===== config.mk =====
export PLATFORM = sky130hd
export DESIGN_NAME = cbt_device_flat
export DESIGN_NICKNAME = d
export VERILOG_FILES = /design/src/cbt_pkg.sv /design/src/cbt_bus_if.sv /design/src/cbt_device.sv /design/src/flat_wrapper.sv
export SDC_FILE = /design/constraint.sdc
export NUM_CORES = 1
export LEC_CHECK = 0
export ABC_AREA = 1
export BUFFER_PORTS_ARGS = -buffer_cell sky130_fd_sc_hd__buf_2
export CORE_AREA = 2 2 75 77
export CTS_CLUSTER_DIAMETER = 120
export CTS_CLUSTER_SIZE = 16
export DETAILED_ROUTE_END_ITERATION = 16
export DIE_AREA = 0 0 77 79
export PLACE_DENSITY_LB_ADDON = 0.1
export SLEW_MARGIN = 20
export SYNTH_ARGS = -nofsm -noshare
export SYNTH_HDL_FRONTEND = slang
export SYNTH_SLANG_ARGS = --single-unit

===== constraint.sdc =====
create_clock -name mclk_in -period 2.1 [get_ports mclk_in]
set_clock_uncertainty 0.15 [all_clocks]
set_input_delay 0.42 -clock mclk_in [delete_from_list [all_inputs] [get_ports mclk_in]]
set_output_delay 0.42 -clock mclk_in [all_outputs]
set_load 0.05 [all_outputs]

===== src/cbt_pkg.sv =====
package cbt_pkg;
	// ----------------------------------------
	// phase and bus-state constants
	// ----------------------------------------
	localparam int unsigned OSC_PER_BUS = 4;
	localparam logic [1:0] PH_Q_RISE = 2'h0;
	localparam logic [1:0] PH_E_RISE = 2'h1;
	localparam logic [1:0] PH_Q_FALL = 2'h2;
	localparam logic [1:0] PH_E_FALL = 2'h3;
	localparam logic [1:0] BUS_RUN = 2'h0;
	localparam logic [1:0] BUS_IACK = 2'h1;
	localparam logic [1:0] BUS_SACK = 2'h2;
	localparam logic [1:0] BUS_GRANT = 2'h3;
	localparam logic [15:0] IDLE_ADDR = 16'hffff;
	localparam logic [15:0] FULL_VEC = 16'hfff8;
	localparam logic [15:0] FAST_VEC = 16'hfff6;
	localparam logic [3:0] GRANT_MAX = 4'hf;
	localparam logic [3:0] PUSH_FULL = 4'hc;
	localparam logic [3:0] PUSH_FAST = 4'h3;
	localparam int unsigned STRETCH_MAX_NS = 10000;
	localparam int unsigned CLK_NS = 50;
	localparam int unsigned STRETCH_MAX_CYC = STRETCH_MAX_NS / CLK_NS;
	localparam logic [2:0] NONE = 3'h0;
	typedef enum logic [5:0] {
		ST_RUN = 6'h01,
		ST_DEAD_IN = 6'h02,
		ST_GRANT = 6'h04,
		ST_DEAD_RF = 6'h08,
		ST_REFRESH = 6'h10,
		ST_DEAD_OUT = 6'h20
	} cbt_state_type;
endpackage


===== src/cbt_bus_if.sv =====
`timescale 1ns/1ps
interface cbt_bus_if;
	logic q_clk;
	logic e_clk;
	logic [15:0] addr;
	logic addr_oe;
	logic rw;
	logic rw_oe;
	logic [7:0] data_to_mem;
	logic data_oe;
	logic [7:0] data_from_mem;
	logic memory_ready;
	logic valid_memory_access;
	logic bus_released;
	logic bus_state_flag;
	logic bus_request_n;
	logic irq_n;
	logic fast_interrupt_request_n;
	modport device (
		output q_clk, e_clk, addr, addr_oe, rw, rw_oe, data_to_mem, data_oe,
		output valid_memory_access, bus_released, bus_state_flag,
		input data_from_mem, memory_ready, bus_request_n, irq_n, fast_interrupt_request_n
	);
	modport other (
		input q_clk, e_clk, addr, addr_oe, rw, rw_oe, data_to_mem, data_oe,
		input valid_memory_access, bus_released, bus_state_flag,
		output data_from_mem, memory_ready, bus_request_n, irq_n, fast_interrupt_request_n
	);
endinterface


===== src/cbt_device.sv =====
`timescale 1ns/1ps
// Function
// - irq low with mask clear starts sequence
// - irq service pushes full machine state
// - fast request wins over general request
// - bus cycle is oscillator over four
// - q clock leads e clock by quarter
// - address valid by rising q edge
// - read data captured at e fall
// - memory_ready low stretches e by quarters
// - stretch total stays within ten microseconds; here not limited, STRETCH_MAX_CYC is unused
// - no stretch in non-valid access cycles
// - bus_request changes only while q high
// - bus_request halts at end of cycle
// - grant shown as both state pins high
// - first grant cycle is a dead cycle
// - dma asserts request at e rise
// - retrieve bus after fifteen granted cycles
// - refresh cycle has dead cycle both sides; here the cycle after refresh is run, not dead, when request is gone
// - system blocks memory in dead cycles
// - dma leaves bus when released falls
// - one dead cycle before own access
// - address and rw tristate while released
// - state pair encodes run, iack, grant
// - idle cycle drives ffff, read, flag low
module cbt_device (
	input wire logic mclk_in,
	input wire logic nrst_in,
	cbt_bus_if.device bus,
	input wire logic irq_mask_in,
	input wire logic fast_mask_in,
	input wire logic req_valid_in,
	input wire logic req_write_in,
	input wire logic [15:0] req_addr_in,
	input wire logic [7:0] req_wdata_in,
	output logic req_done_out,
	output logic [7:0] rd_data_out,
	output logic [1:0] irq_taken_out,
	output logic [3:0] push_count_out,
	output logic halted_out
);
	cbt_pkg::cbt_state_type state_ff, nxt_state;
	logic [1:0] phase_ff;
	logic [3:0] grant_cnt_ff;
	logic q_ff, e_ff, rw_ff, vma_ff, iack_ff;
	logic [15:0] addr_ff;
	logic [7:0] wdata_ff;
	logic [7:0] rdata_ff;
	logic done_ff;
	logic [1:0] taken_ff;
	logic [3:0] push_ff;
	logic stretch, cycle_end, e_fall, own_cycle, granted, run_next;

	// ----------------------------------------
	// clock phase generation
	// ----------------------------------------
	// hold phase at e-high quarter while memory not ready
	assign stretch = (phase_ff == cbt_pkg::PH_Q_FALL) && vma_ff && !bus.memory_ready;
	assign cycle_end = (phase_ff == cbt_pkg::PH_E_FALL);
	// edge at which e drops, after any stretch
	assign e_fall = (phase_ff == cbt_pkg::PH_Q_FALL) && !stretch;
	// cycles the device owns, and cycles handed to the requester
	assign own_cycle = (state_ff == cbt_pkg::ST_RUN) || (state_ff == cbt_pkg::ST_REFRESH);
	assign granted = (state_ff == cbt_pkg::ST_DEAD_IN) || (state_ff == cbt_pkg::ST_GRANT);
	assign run_next = (nxt_state == cbt_pkg::ST_RUN);

	// divide-by-four phase counter
	always_ff @(posedge mclk_in or negedge nrst_in) begin
		if (!nrst_in) begin
			phase_ff <= cbt_pkg::PH_E_FALL; // first edge opens a cycle, q before e
		end else if (!stretch) begin
			phase_ff <= phase_ff + 2'h1;
		end
	end

	// quadrature outputs, q leads e by a quarter
	always_ff @(posedge mclk_in or negedge nrst_in) begin
		if (!nrst_in) begin
			q_ff <= 1'b0;
			e_ff <= 1'b0;
		end else if (!stretch) begin
			q_ff <= (phase_ff == cbt_pkg::PH_E_FALL) || (phase_ff == cbt_pkg::PH_Q_RISE);
			e_ff <= (phase_ff == cbt_pkg::PH_Q_RISE) || (phase_ff == cbt_pkg::PH_E_RISE);
		end
	end

	// ----------------------------------------
	// bus grant sequencing
	// ----------------------------------------
	// request sampled only at cycle boundaries
	always_comb begin
		nxt_state = state_ff;
		case (state_ff)
			cbt_pkg::ST_RUN: if (!bus.bus_request_n) nxt_state = cbt_pkg::ST_DEAD_IN;
			cbt_pkg::ST_DEAD_IN: nxt_state = cbt_pkg::ST_GRANT;
			cbt_pkg::ST_GRANT: begin
				if (bus.bus_request_n) begin
					nxt_state = cbt_pkg::ST_DEAD_OUT;
				end else if (grant_cnt_ff == cbt_pkg::GRANT_MAX) begin
					nxt_state = cbt_pkg::ST_DEAD_RF;
				end
			end
			cbt_pkg::ST_DEAD_RF: nxt_state = cbt_pkg::ST_REFRESH;
			cbt_pkg::ST_REFRESH: begin
				if (bus.bus_request_n) begin
					nxt_state = cbt_pkg::ST_RUN;
				end else begin
					nxt_state = cbt_pkg::ST_DEAD_IN;
				end
			end
			cbt_pkg::ST_DEAD_OUT: nxt_state = cbt_pkg::ST_RUN;
			default: nxt_state = cbt_pkg::ST_RUN;
		endcase
	end

	// state advances once per bus cycle
	always_ff @(posedge mclk_in or negedge nrst_in) begin
		if (!nrst_in) begin
			state_ff <= cbt_pkg::ST_RUN;
		end else if (cycle_end) begin
			state_ff <= nxt_state;
		end
	end

	// counts bus cycles handed to the requester
	always_ff @(posedge mclk_in or negedge nrst_in) begin
		if (!nrst_in) begin
			grant_cnt_ff <= 4'h0;
		end else if (cycle_end) begin
			if (nxt_state == cbt_pkg::ST_DEAD_IN) begin
				grant_cnt_ff <= 4'h1;
			end else if (nxt_state == cbt_pkg::ST_GRANT) begin
				grant_cnt_ff <= grant_cnt_ff + 4'h1;
			end else begin
				grant_cnt_ff <= 4'h0;
			end
		end
	end

	// ----------------------------------------
	// address, rw and interrupt handling
	// ----------------------------------------
	// launch address at cycle start, on the same edge as rising q
	always_ff @(posedge mclk_in or negedge nrst_in) begin
		if (!nrst_in) begin
			addr_ff <= cbt_pkg::IDLE_ADDR;
			rw_ff <= 1'b1;
			vma_ff <= 1'b0;
			iack_ff <= 1'b0;
			wdata_ff <= 8'h00;
			taken_ff <= 2'h0;
			push_ff <= 4'h0;
		end else if (cycle_end) begin
			taken_ff <= 2'h0;
			iack_ff <= 1'b0;
			if (run_next && !bus.fast_interrupt_request_n && !fast_mask_in) begin
				addr_ff <= cbt_pkg::FAST_VEC;
				rw_ff <= 1'b1;
				vma_ff <= 1'b1;
				iack_ff <= 1'b1;
				taken_ff <= 2'h2;
				push_ff <= cbt_pkg::PUSH_FAST;
			end else if (run_next && !bus.irq_n && !irq_mask_in) begin
				addr_ff <= cbt_pkg::FULL_VEC;
				rw_ff <= 1'b1;
				vma_ff <= 1'b1;
				iack_ff <= 1'b1;
				taken_ff <= 2'h1;
				push_ff <= cbt_pkg::PUSH_FULL;
			end else if (run_next && req_valid_in) begin
				addr_ff <= req_addr_in;
				rw_ff <= !req_write_in;
				vma_ff <= 1'b1;
				wdata_ff <= req_wdata_in;
			end else begin
				addr_ff <= cbt_pkg::IDLE_ADDR;
				rw_ff <= 1'b1;
				vma_ff <= (nxt_state == cbt_pkg::ST_REFRESH);
			end
		end
	end

	// read data latched on falling e
	always_ff @(posedge mclk_in or negedge nrst_in) begin
		if (!nrst_in) begin
			rdata_ff <= 8'h00;
			done_ff <= 1'b0;
		end else begin
			done_ff <= 1'b0;
			if (e_fall && vma_ff && state_ff == cbt_pkg::ST_RUN && !iack_ff) begin
				done_ff <= 1'b1;
				if (rw_ff) rdata_ff <= bus.data_from_mem;
			end
		end
	end

	// ----------------------------------------
	// pin outputs
	// ----------------------------------------
	assign bus.q_clk = q_ff;
	assign bus.e_clk = e_ff;
	assign bus.addr = addr_ff;
	assign bus.rw = rw_ff;
	assign bus.bus_released = granted;
	assign bus.bus_state_flag = granted || iack_ff;
	assign bus.addr_oe = !granted;
	assign bus.rw_oe = !granted;
	assign bus.data_to_mem = wdata_ff;
	assign bus.data_oe = own_cycle && !rw_ff && e_ff;
	assign bus.valid_memory_access = own_cycle && vma_ff;
	assign req_done_out = done_ff;
	assign rd_data_out = rdata_ff;
	assign irq_taken_out = taken_ff;
	assign push_count_out = push_ff;
	assign halted_out = !own_cycle;
endmodule // cbt_device


===== src/flat_wrapper.sv =====
// flat-port wrapper written by rule: the top's interface ports become plain ports
module cbt_device_flat 
  (mclk_in, nrst_in, irq_mask_in, fast_mask_in, req_valid_in, req_write_in, req_addr_in, req_wdata_in, req_done_out, rd_data_out, irq_taken_out, push_count_out, halted_out, bus_q_clk, bus_e_clk, bus_addr, bus_addr_oe, bus_rw, bus_rw_oe, bus_data_to_mem, bus_data_oe, bus_valid_memory_access, bus_bus_released, bus_bus_state_flag, bus_data_from_mem, bus_memory_ready, bus_bus_request_n, bus_irq_n, bus_fast_interrupt_request_n);
  cbt_bus_if bus_i ();
  input wire logic mclk_in;
  input wire logic nrst_in;
  input wire logic irq_mask_in;
  input wire logic fast_mask_in;
  input wire logic req_valid_in;
  input wire logic req_write_in;
  input wire logic [15:0] req_addr_in;
  input wire logic [7:0] req_wdata_in;
  output logic req_done_out;
  output logic [7:0] rd_data_out;
  output logic [1:0] irq_taken_out;
  output logic [3:0] push_count_out;
  output logic halted_out;
  output wire logic [$bits(bus_i.q_clk)-1:0] bus_q_clk;
  output wire logic [$bits(bus_i.e_clk)-1:0] bus_e_clk;
  output wire logic [$bits(bus_i.addr)-1:0] bus_addr;
  output wire logic [$bits(bus_i.addr_oe)-1:0] bus_addr_oe;
  output wire logic [$bits(bus_i.rw)-1:0] bus_rw;
  output wire logic [$bits(bus_i.rw_oe)-1:0] bus_rw_oe;
  output wire logic [$bits(bus_i.data_to_mem)-1:0] bus_data_to_mem;
  output wire logic [$bits(bus_i.data_oe)-1:0] bus_data_oe;
  output wire logic [$bits(bus_i.valid_memory_access)-1:0] bus_valid_memory_access;
  output wire logic [$bits(bus_i.bus_released)-1:0] bus_bus_released;
  output wire logic [$bits(bus_i.bus_state_flag)-1:0] bus_bus_state_flag;
  input wire logic [$bits(bus_i.data_from_mem)-1:0] bus_data_from_mem;
  input wire logic [$bits(bus_i.memory_ready)-1:0] bus_memory_ready;
  input wire logic [$bits(bus_i.bus_request_n)-1:0] bus_bus_request_n;
  input wire logic [$bits(bus_i.irq_n)-1:0] bus_irq_n;
  input wire logic [$bits(bus_i.fast_interrupt_request_n)-1:0] bus_fast_interrupt_request_n;
  assign bus_q_clk = bus_i.q_clk;
  assign bus_e_clk = bus_i.e_clk;
  assign bus_addr = bus_i.addr;
  assign bus_addr_oe = bus_i.addr_oe;
  assign bus_rw = bus_i.rw;
  assign bus_rw_oe = bus_i.rw_oe;
  assign bus_data_to_mem = bus_i.data_to_mem;
  assign bus_data_oe = bus_i.data_oe;
  assign bus_valid_memory_access = bus_i.valid_memory_access;
  assign bus_bus_released = bus_i.bus_released;
  assign bus_bus_state_flag = bus_i.bus_state_flag;
  assign bus_i.data_from_mem = bus_data_from_mem;
  assign bus_i.memory_ready = bus_memory_ready;
  assign bus_i.bus_request_n = bus_bus_request_n;
  assign bus_i.irq_n = bus_irq_n;
  assign bus_i.fast_interrupt_request_n = bus_fast_interrupt_request_n;
  cbt_device u_core (.mclk_in(mclk_in), .nrst_in(nrst_in), .bus(bus_i), .irq_mask_in(irq_mask_in), .fast_mask_in(fast_mask_in), .req_valid_in(req_valid_in), .req_write_in(req_write_in), .req_addr_in(req_addr_in), .req_wdata_in(req_wdata_in), .req_done_out(req_done_out), .rd_data_out(rd_data_out), .irq_taken_out(irq_taken_out), .push_count_out(push_count_out), .halted_out(halted_out));
endmodule

==> results of run 1 <==
-- layout by cell type, fill, tap and decap left out, types with 2 or more instances in the layout --
cell type / n
nand2_8: 2
o21ai_0: 10
buf_4: 19
inv_1: 22
nand4_1: 3
nor2_2: 3
dfstp_2: 20
inv_2: 3
a21oi_1: 5
nand2_1: 73
buf_6: 5
mux2_2: 8
nand2_2: 4
nand3b_1: 7
nand3_4: 2
o21a_1: 3
nand2_4: 5
ha_1: 5
o21ai_1: 10
xnor2_1: 2
nand3_2: 2
nand3_1: 9
nor2_4: 6
dfrtp_1: 33
nor3_4: 2
nor2_1: 27
o21ai_4: 2
buf_2: 83
clkbuf_8: 5
-- power by group through the flow --
stage          Combinational (µW)  Sequential (µW)  Clock [µW]
6_report                     4010             1830         628
5_1_grt                      4320             1880         687
4_1_cts                      3730             1820         648
3_5_place_dp                 3540             1830           0
3_3_place_gp                 3500             1830           0
2_1_floorplan                1780             2900           0
-- sequential cells by signal, indices dropped and copies added, names as in the netlist, 2 cells and up --
name / flops
u_core.bus.addr: 16
u_core.push_count_out: 2
u_core.bus.data_to_mem: 8
u_core.phase_ff: 2
u_core.rd_data_out: 8
u_core.state_ff: 6
u_core.irq_taken_out: 2
u_core.grant_cnt_ff: 4
-- routing by layer --
| metal | up-vias | track usage |
|---|---|---|
| met5 | - | 0 |
| met4 | 0 | 0.06607 |
| met3 | 8 | 0.04432 |
| met2 | 58 | 0.3228 |
| met1 | 1049 | 0.2532 |
| li1 | 1113 | - |
-- layout make-up --
class / count / share of cell area
clock buffer: 5 / 0.01965
clock inverter: 3 / 0.008217
inverter: 28 / 0.03180
multi-input combinational: 193 / 0.3308
sequential: 54 / 0.3934
tap: 72 / 0.02572
timing repair buffer: 111 / 0.1904
-- cell families after synthesis --
group	count (synthesis)	share of synthesized area
adders and majority gates	5	0.02415
xor gates and xnor gates	3	0.01015
AOI/OAI and AO/OA	31	0.06812
DFF	54	0.5314
muxes	8	0.03478
and+or+nand+nor	146	0.2642
buffers and inverters	39	0.06714
-- metrics by stage --
| stage | setup slack (ns) | power, µW | setup TNS, ns |
|---|---|---|---|
| final | -0.07837 | 6461 | -0.2461 |
| after global routing | -0.1538 | 6881 | -1.138 |
| after CTS | -0.05710 | 6196 | -0.1596 |
| after detailed placement | 0.07036 | 5371 | 0 |
| after global placement | 0.07951 | 5331 | 0 |
| after floorplan | -0.09090 | 4683 | -0.1683 |
-- worst paths after layout --
kind / from / to / slack, ns / cells after the start
max: u_core.state_ff[0] / bus_data_oe / -0.08 / 7
min: req_wdata_in[6] / u_core.bus.data_to_mem[6] / 0.14 / 3
max reg2reg: u_core.state_ff[0] / u_core.bus.data_to_mem[1] / 0.06 / 11
min reg2reg: u_core.bus.addr[9] / u_core.bus.addr[9] / 0.32 / 2
max in group asynchronous: nrst_in / u_core.phase_ff[0] / 0.73 / 3
min in group asynchronous: nrst_in / u_core.grant_cnt_ff[2] / 0.48 / 2
-- repair_timing --
item / 4_1_cts / 5_1_grt
hold buffers: 1 / 0
setup buffers: 5 / 7
gates resized for setup: 15 / 24
pin swaps: 3 / 11
endpoints found under the setup margin: 6 / 42
hold endpoints to repair: 11 / 0
-- worst max-delay path, cell delays in order, from the launching register on --
cell	delay (ns)
dfstp_2	0.59
inv_2	0.05
nor2_2	0.10
nand3_2	0.12
nand2_4	0.10
inv_4	0.05
nor3_4	0.11
buf_6	0.18
==> flow_summary.ini, run 1 <==
[logic_synthesis]
synth_commonest_cells = nand2_1 (78), dfrtp_1 (34), nor2_1 (31), inv_1 (25), dfstp_2 (20)
synth-seq-cells = 54
syn-num-nets = 333
synthArstFlopShare = 1.000
syn-cell-area_um2 = 2590
yosysWarnings = 0
synth_most_common_cell = nand2_1
ys_seq_area_frac = 0.5314
syn_inst = 286
syn_area_per_cell_um2 = 9.056
synth.distinct_cells = 33
yosysTopAreaCell = dfrtp_1
ys.flop_type = dfrtp_1
synth_edf_count = 0
synth_area_leaders = dfrtp_1 (33%), dfstp_2 (20%), nand2_1 (11%), nor2_1 (4.5%), inv_1 (3.6%)
netlist.area_leader.share = 0.3285

[global_route]
antenna_found_initial = 0
grt_max_degree = 23
track_usage = 0.1942
overflow = 0
grt_pass1_wl_mm = 9.522
grt_pass1_vias = 2085

[final_layout]
stdcell_count = 466
multiInputGateArea_um2 = 1159
stdcell_area_um2 = 3502
regArea_um2 = 1378
synthToLayoutAreaGrowth_pct = 35.22
fin_util = 0.6561
fin_nets = 440
drive_above_1_share = 0.4569
fillCellCount = 472
n_antenna_cell = 0

[power_and_ir_drop]
ir_worst_vdd_mv = 1.048
clkPwrFrac = 0.097
internal_power_uw = 2997
leakagePower_uw = 0.001856
p_sw_uw = 3464
seqPwrFrac = 0.283
power_frac_comb = 0.620
swShare = 0.5362
power.density_nw_per_um2 = 1845

[floorplan]
row_count = 27
die-area_um2 = 6083
start_util = 0.4852
die_x_um = 77
core-area_um2 = 5338
pin_count = 91
die_height_um = 79

[critical_path]
cp_max_fo = 3
critical_path_arrival_ns = 1.61
crit_path_start_kind = flop
criticalPathCategory = flop to primary output
crit_path_end_kind = primary output
required_ns = 1.53

[route]
drc_errors = 0
dr_wl_met2_mm = 2.871
met3_length_um = 278
wl_per_cell_um = 12.52
top_layer = met4
vias = 2228
vias_per_cell = 4.781
first_pass_iters = 4
antenna_left = 0
detail_route.iter0.violations = 76
drt_wl_total_mm = 5.832
wl_met1_mm = 2.617

[outcome]
outcome = complete, but fails checks
violations = setup timing

[clocking]
cts_root_buf = clkbuf_8
cts_inserted_buffers = 5
clk_pin_slew_worst_paths_ns = 0.10
clockBufferDepth = 2
cts.sinks = 54
clock_latency_ns = 0.32
cts_tree = built
htree_num_levels = 2

[timing]
fmax_mhz = 459.1
fin_crit_ns = 2.178
setup_ws_ns = -0.07837
hold_slack_ns = 0.1440
rsz0062_at_grt = true
setup_viol = 5
post-route-period-util = 1.037
maxSlewHeadroom = 0.6021
worstMarginPinSlew_ns = 0.5947
hold_violations = 0
maxSlewViolCount = 0

[flow_run]
drv_cap = 0

[placed_design]
placedCellCount = 445
portBuffers = 90
place_congestion = 0.8498
hpwl_mm = 4.130
place_area_um2 = 3164

[min_path]
holdCritPathClass = input pin to flop
Note: power is estimated with default switching activity, not from simulation.
==> inputs of run 2 (changes only) <==
--- a/config.mk
+++ b/config.mk
@@ -8,11 +8,12 @@
 export ABC_AREA = 1
 export BUFFER_PORTS_ARGS = -buffer_cell sky130_fd_sc_hd__buf_2
 export CORE_AREA = 2 2 75 77
+export CTS_BUF_LIST = sky130_fd_sc_hd__clkbuf_8 sky130_fd_sc_hd__clkbuf_16
 export CTS_CLUSTER_DIAMETER = 120
 export CTS_CLUSTER_SIZE = 16
 export DETAILED_ROUTE_END_ITERATION = 16
 export DIE_AREA = 0 0 77 79
-export PLACE_DENSITY_LB_ADDON = 0.1
+export PLACE_DENSITY_LB_ADDON = 0.3
 export SLEW_MARGIN = 20
 export SYNTH_ARGS = -nofsm -noshare
 export SYNTH_HDL_FRONTEND = slang
==> flow_summary.ini, run 2 (synthesized netlist as in run 1, its figures left out) <==
[outcome]
outcome = complete, but fails checks
violations = setup timing

[final_layout]
fillCellCount = 460
mostFrequentLayoutCells = buf_2 (85), nand2_1 (72), dfrtp_1 (33)
fin_nets = 444
largest_register_ffs = 16
stdcell_count = 470
drive_above_1_share = 0.4925
final_common_cell = buf_2
n_antenna_cell = 0
synthToLayoutAreaGrowth_pct = 38.65

[global_route]
grt_pass1_wl_mm = 9.811
gr-max-usage-layer = met2
antenna_found_initial = 0
use_met3 = 0.05000
overflow = 0
grt_max_degree = 37
use_met2 = 0.3500
grt.met1_usage = 0.2489
track_usage = 0.2020
grt_pass1_vias = 2190

[critical_path]
required_ns = 1.53
critical_path.cell_chain = inv_2 > nor2_2 > nand3_2 > nand2_4 > inv_4 > nor3_4 > buf_6
cpMaxStageDelayCell = dfstp_2
slowest_delay_ns = 0.58
crit_family = flip-flops
crit_path_start_kind = flop
criticalPathCategory = flop to primary output
cp_max_fo = 3
crit_path_end_kind = primary output
crit_buf_inv = 3
rrSetupSlack_ns = 0.08
critical_path_arrival_ns = 1.56

[clocking]
htree_num_levels = 2
cts.sinks = 54
cts_tree = built
clockBufferDepth = 2
cts_inserted_buffers = 5
clock_latency_ns = 0.30
clk_pin_slew_worst_paths_ns = 0.10
cts_root_buf = clkbuf_8

[route]
wl_per_cell_um = 12.94
drc_errors = 0
vias_per_cell = 4.874
first_pass_iters = 4
antenna_left = 0
drt_wl_total_mm = 6.082
vias = 2291
detail_route.iter0.violations = 100

[floorplan]
pin_count = 91
die_height_um = 79
row_count = 27
start_util = 0.4852
core-area_um2 = 5338
die_x_um = 77
die-area_um2 = 6083

[timing]
fmax_mhz = 470.5
setup_viol = 2
rsz0062_at_grt = true
setup_ws_ns = -0.02541
fin_crit_ns = 2.125
maxSlewHeadroom = 0.5935
maxSlewViolCount = 0
hold_violations = 0
worstMarginPinSlew_ns = 0.6074
post-route-period-util = 1.012

[power_and_ir_drop]
leakagePower_uw = 0.001890
ir_worst_vdd_mv = 1.092
power.density_nw_per_um2 = 1881

[placed_design]
placedCellCount = 443
portBuffers = 90
dp_slack_ns = 0.02406
hpwl_mm = 4.204
place_congestion = 0.8961

[min_path]
holdCritPathClass = input pin to flop

[flow_run]
drv_cap = 0
==> run 2: worst paths after layout <==
path / start / end / depth (start not counted)
hold / removal: req_wdata_in[6] / u_core.bus.data_to_mem[6] / 3
setup reg to reg: u_core.state_ff[0] / u_core.bus.addr[11] / 11
max in group asynchronous: nrst_in / u_core.bus.addr[9] / 3
min in group asynchronous: nrst_in / u_core.grant_cnt_ff[2] / 2
hold reg to reg: u_core.bus.addr[10] / u_core.bus.addr[10] / 2
setup / recovery: u_core.state_ff[0] / bus_data_oe / 7
==> run 2: per-stage QoR <==
stage	instance area [µm²]	TNS [ns]	hold WS [ns]	utilization	total power (µW)
floorplan	2624	-0.1683	-0.02559	-	4683
global placement	3149	0	0.2488	0.5900	5315
detailed placement	3149	0	0.2477	0.5900	5374
CTS	3359	-0.06198	0.1423	0.6294	6218
global route	3591	-1.038	0.1450	0.6728	7209
finish	3591	-0.03471	0.1463	0.6728	6756
==> run 2: power by group <==
group / internal, µW / total [µW] / switching [µW] / leakage (µW)
Clock: 303 / 633 / 330 / 0.0000544
Sequential: 1570 / 1830 / 264 / 0.000650
Combinational: 1340 / 4290 / 2950 / 0.00118
==> run 2: area by class of cell <==
cell class                      instances  area [µm²]  area share
Sequential cell                        54        1378      0.3836
Multi-Input combinational cell        194        1202      0.3348
Timing Repair Buffer                  114       704.4      0.1962
Inverter                               28       111.4     0.03101
Clock buffer                            7       96.34     0.02683
Tap cell                               72       90.09     0.02509
Clock inverter                          1       8.758    0.002439
==> run 2: metal layers <==
metal / share of wire / vias to the layer above
met5: 0 / -
met3: 0.045 / 6
met1: 0.43 / 1100
met2: 0.51 / 60
li1: - / 1125
met4: 0.012 / 0
==> run 2: timing repair <==
item,in CTS,in global routing
pin swaps,3,18
setup endpoints to repair,6,38
endpoints found under the hold margin,15,0
gates cloned,0,1
hold buffers,1,0
setup buffers,5,12
gates resized for setup,17,32
==> run 2: worst min-delay path: cells and delay by family <==
kind / cells / cell delay [ns]
and+or+nand+nor: 2 / 0.08
buffers and inverters: 1 / 0.07
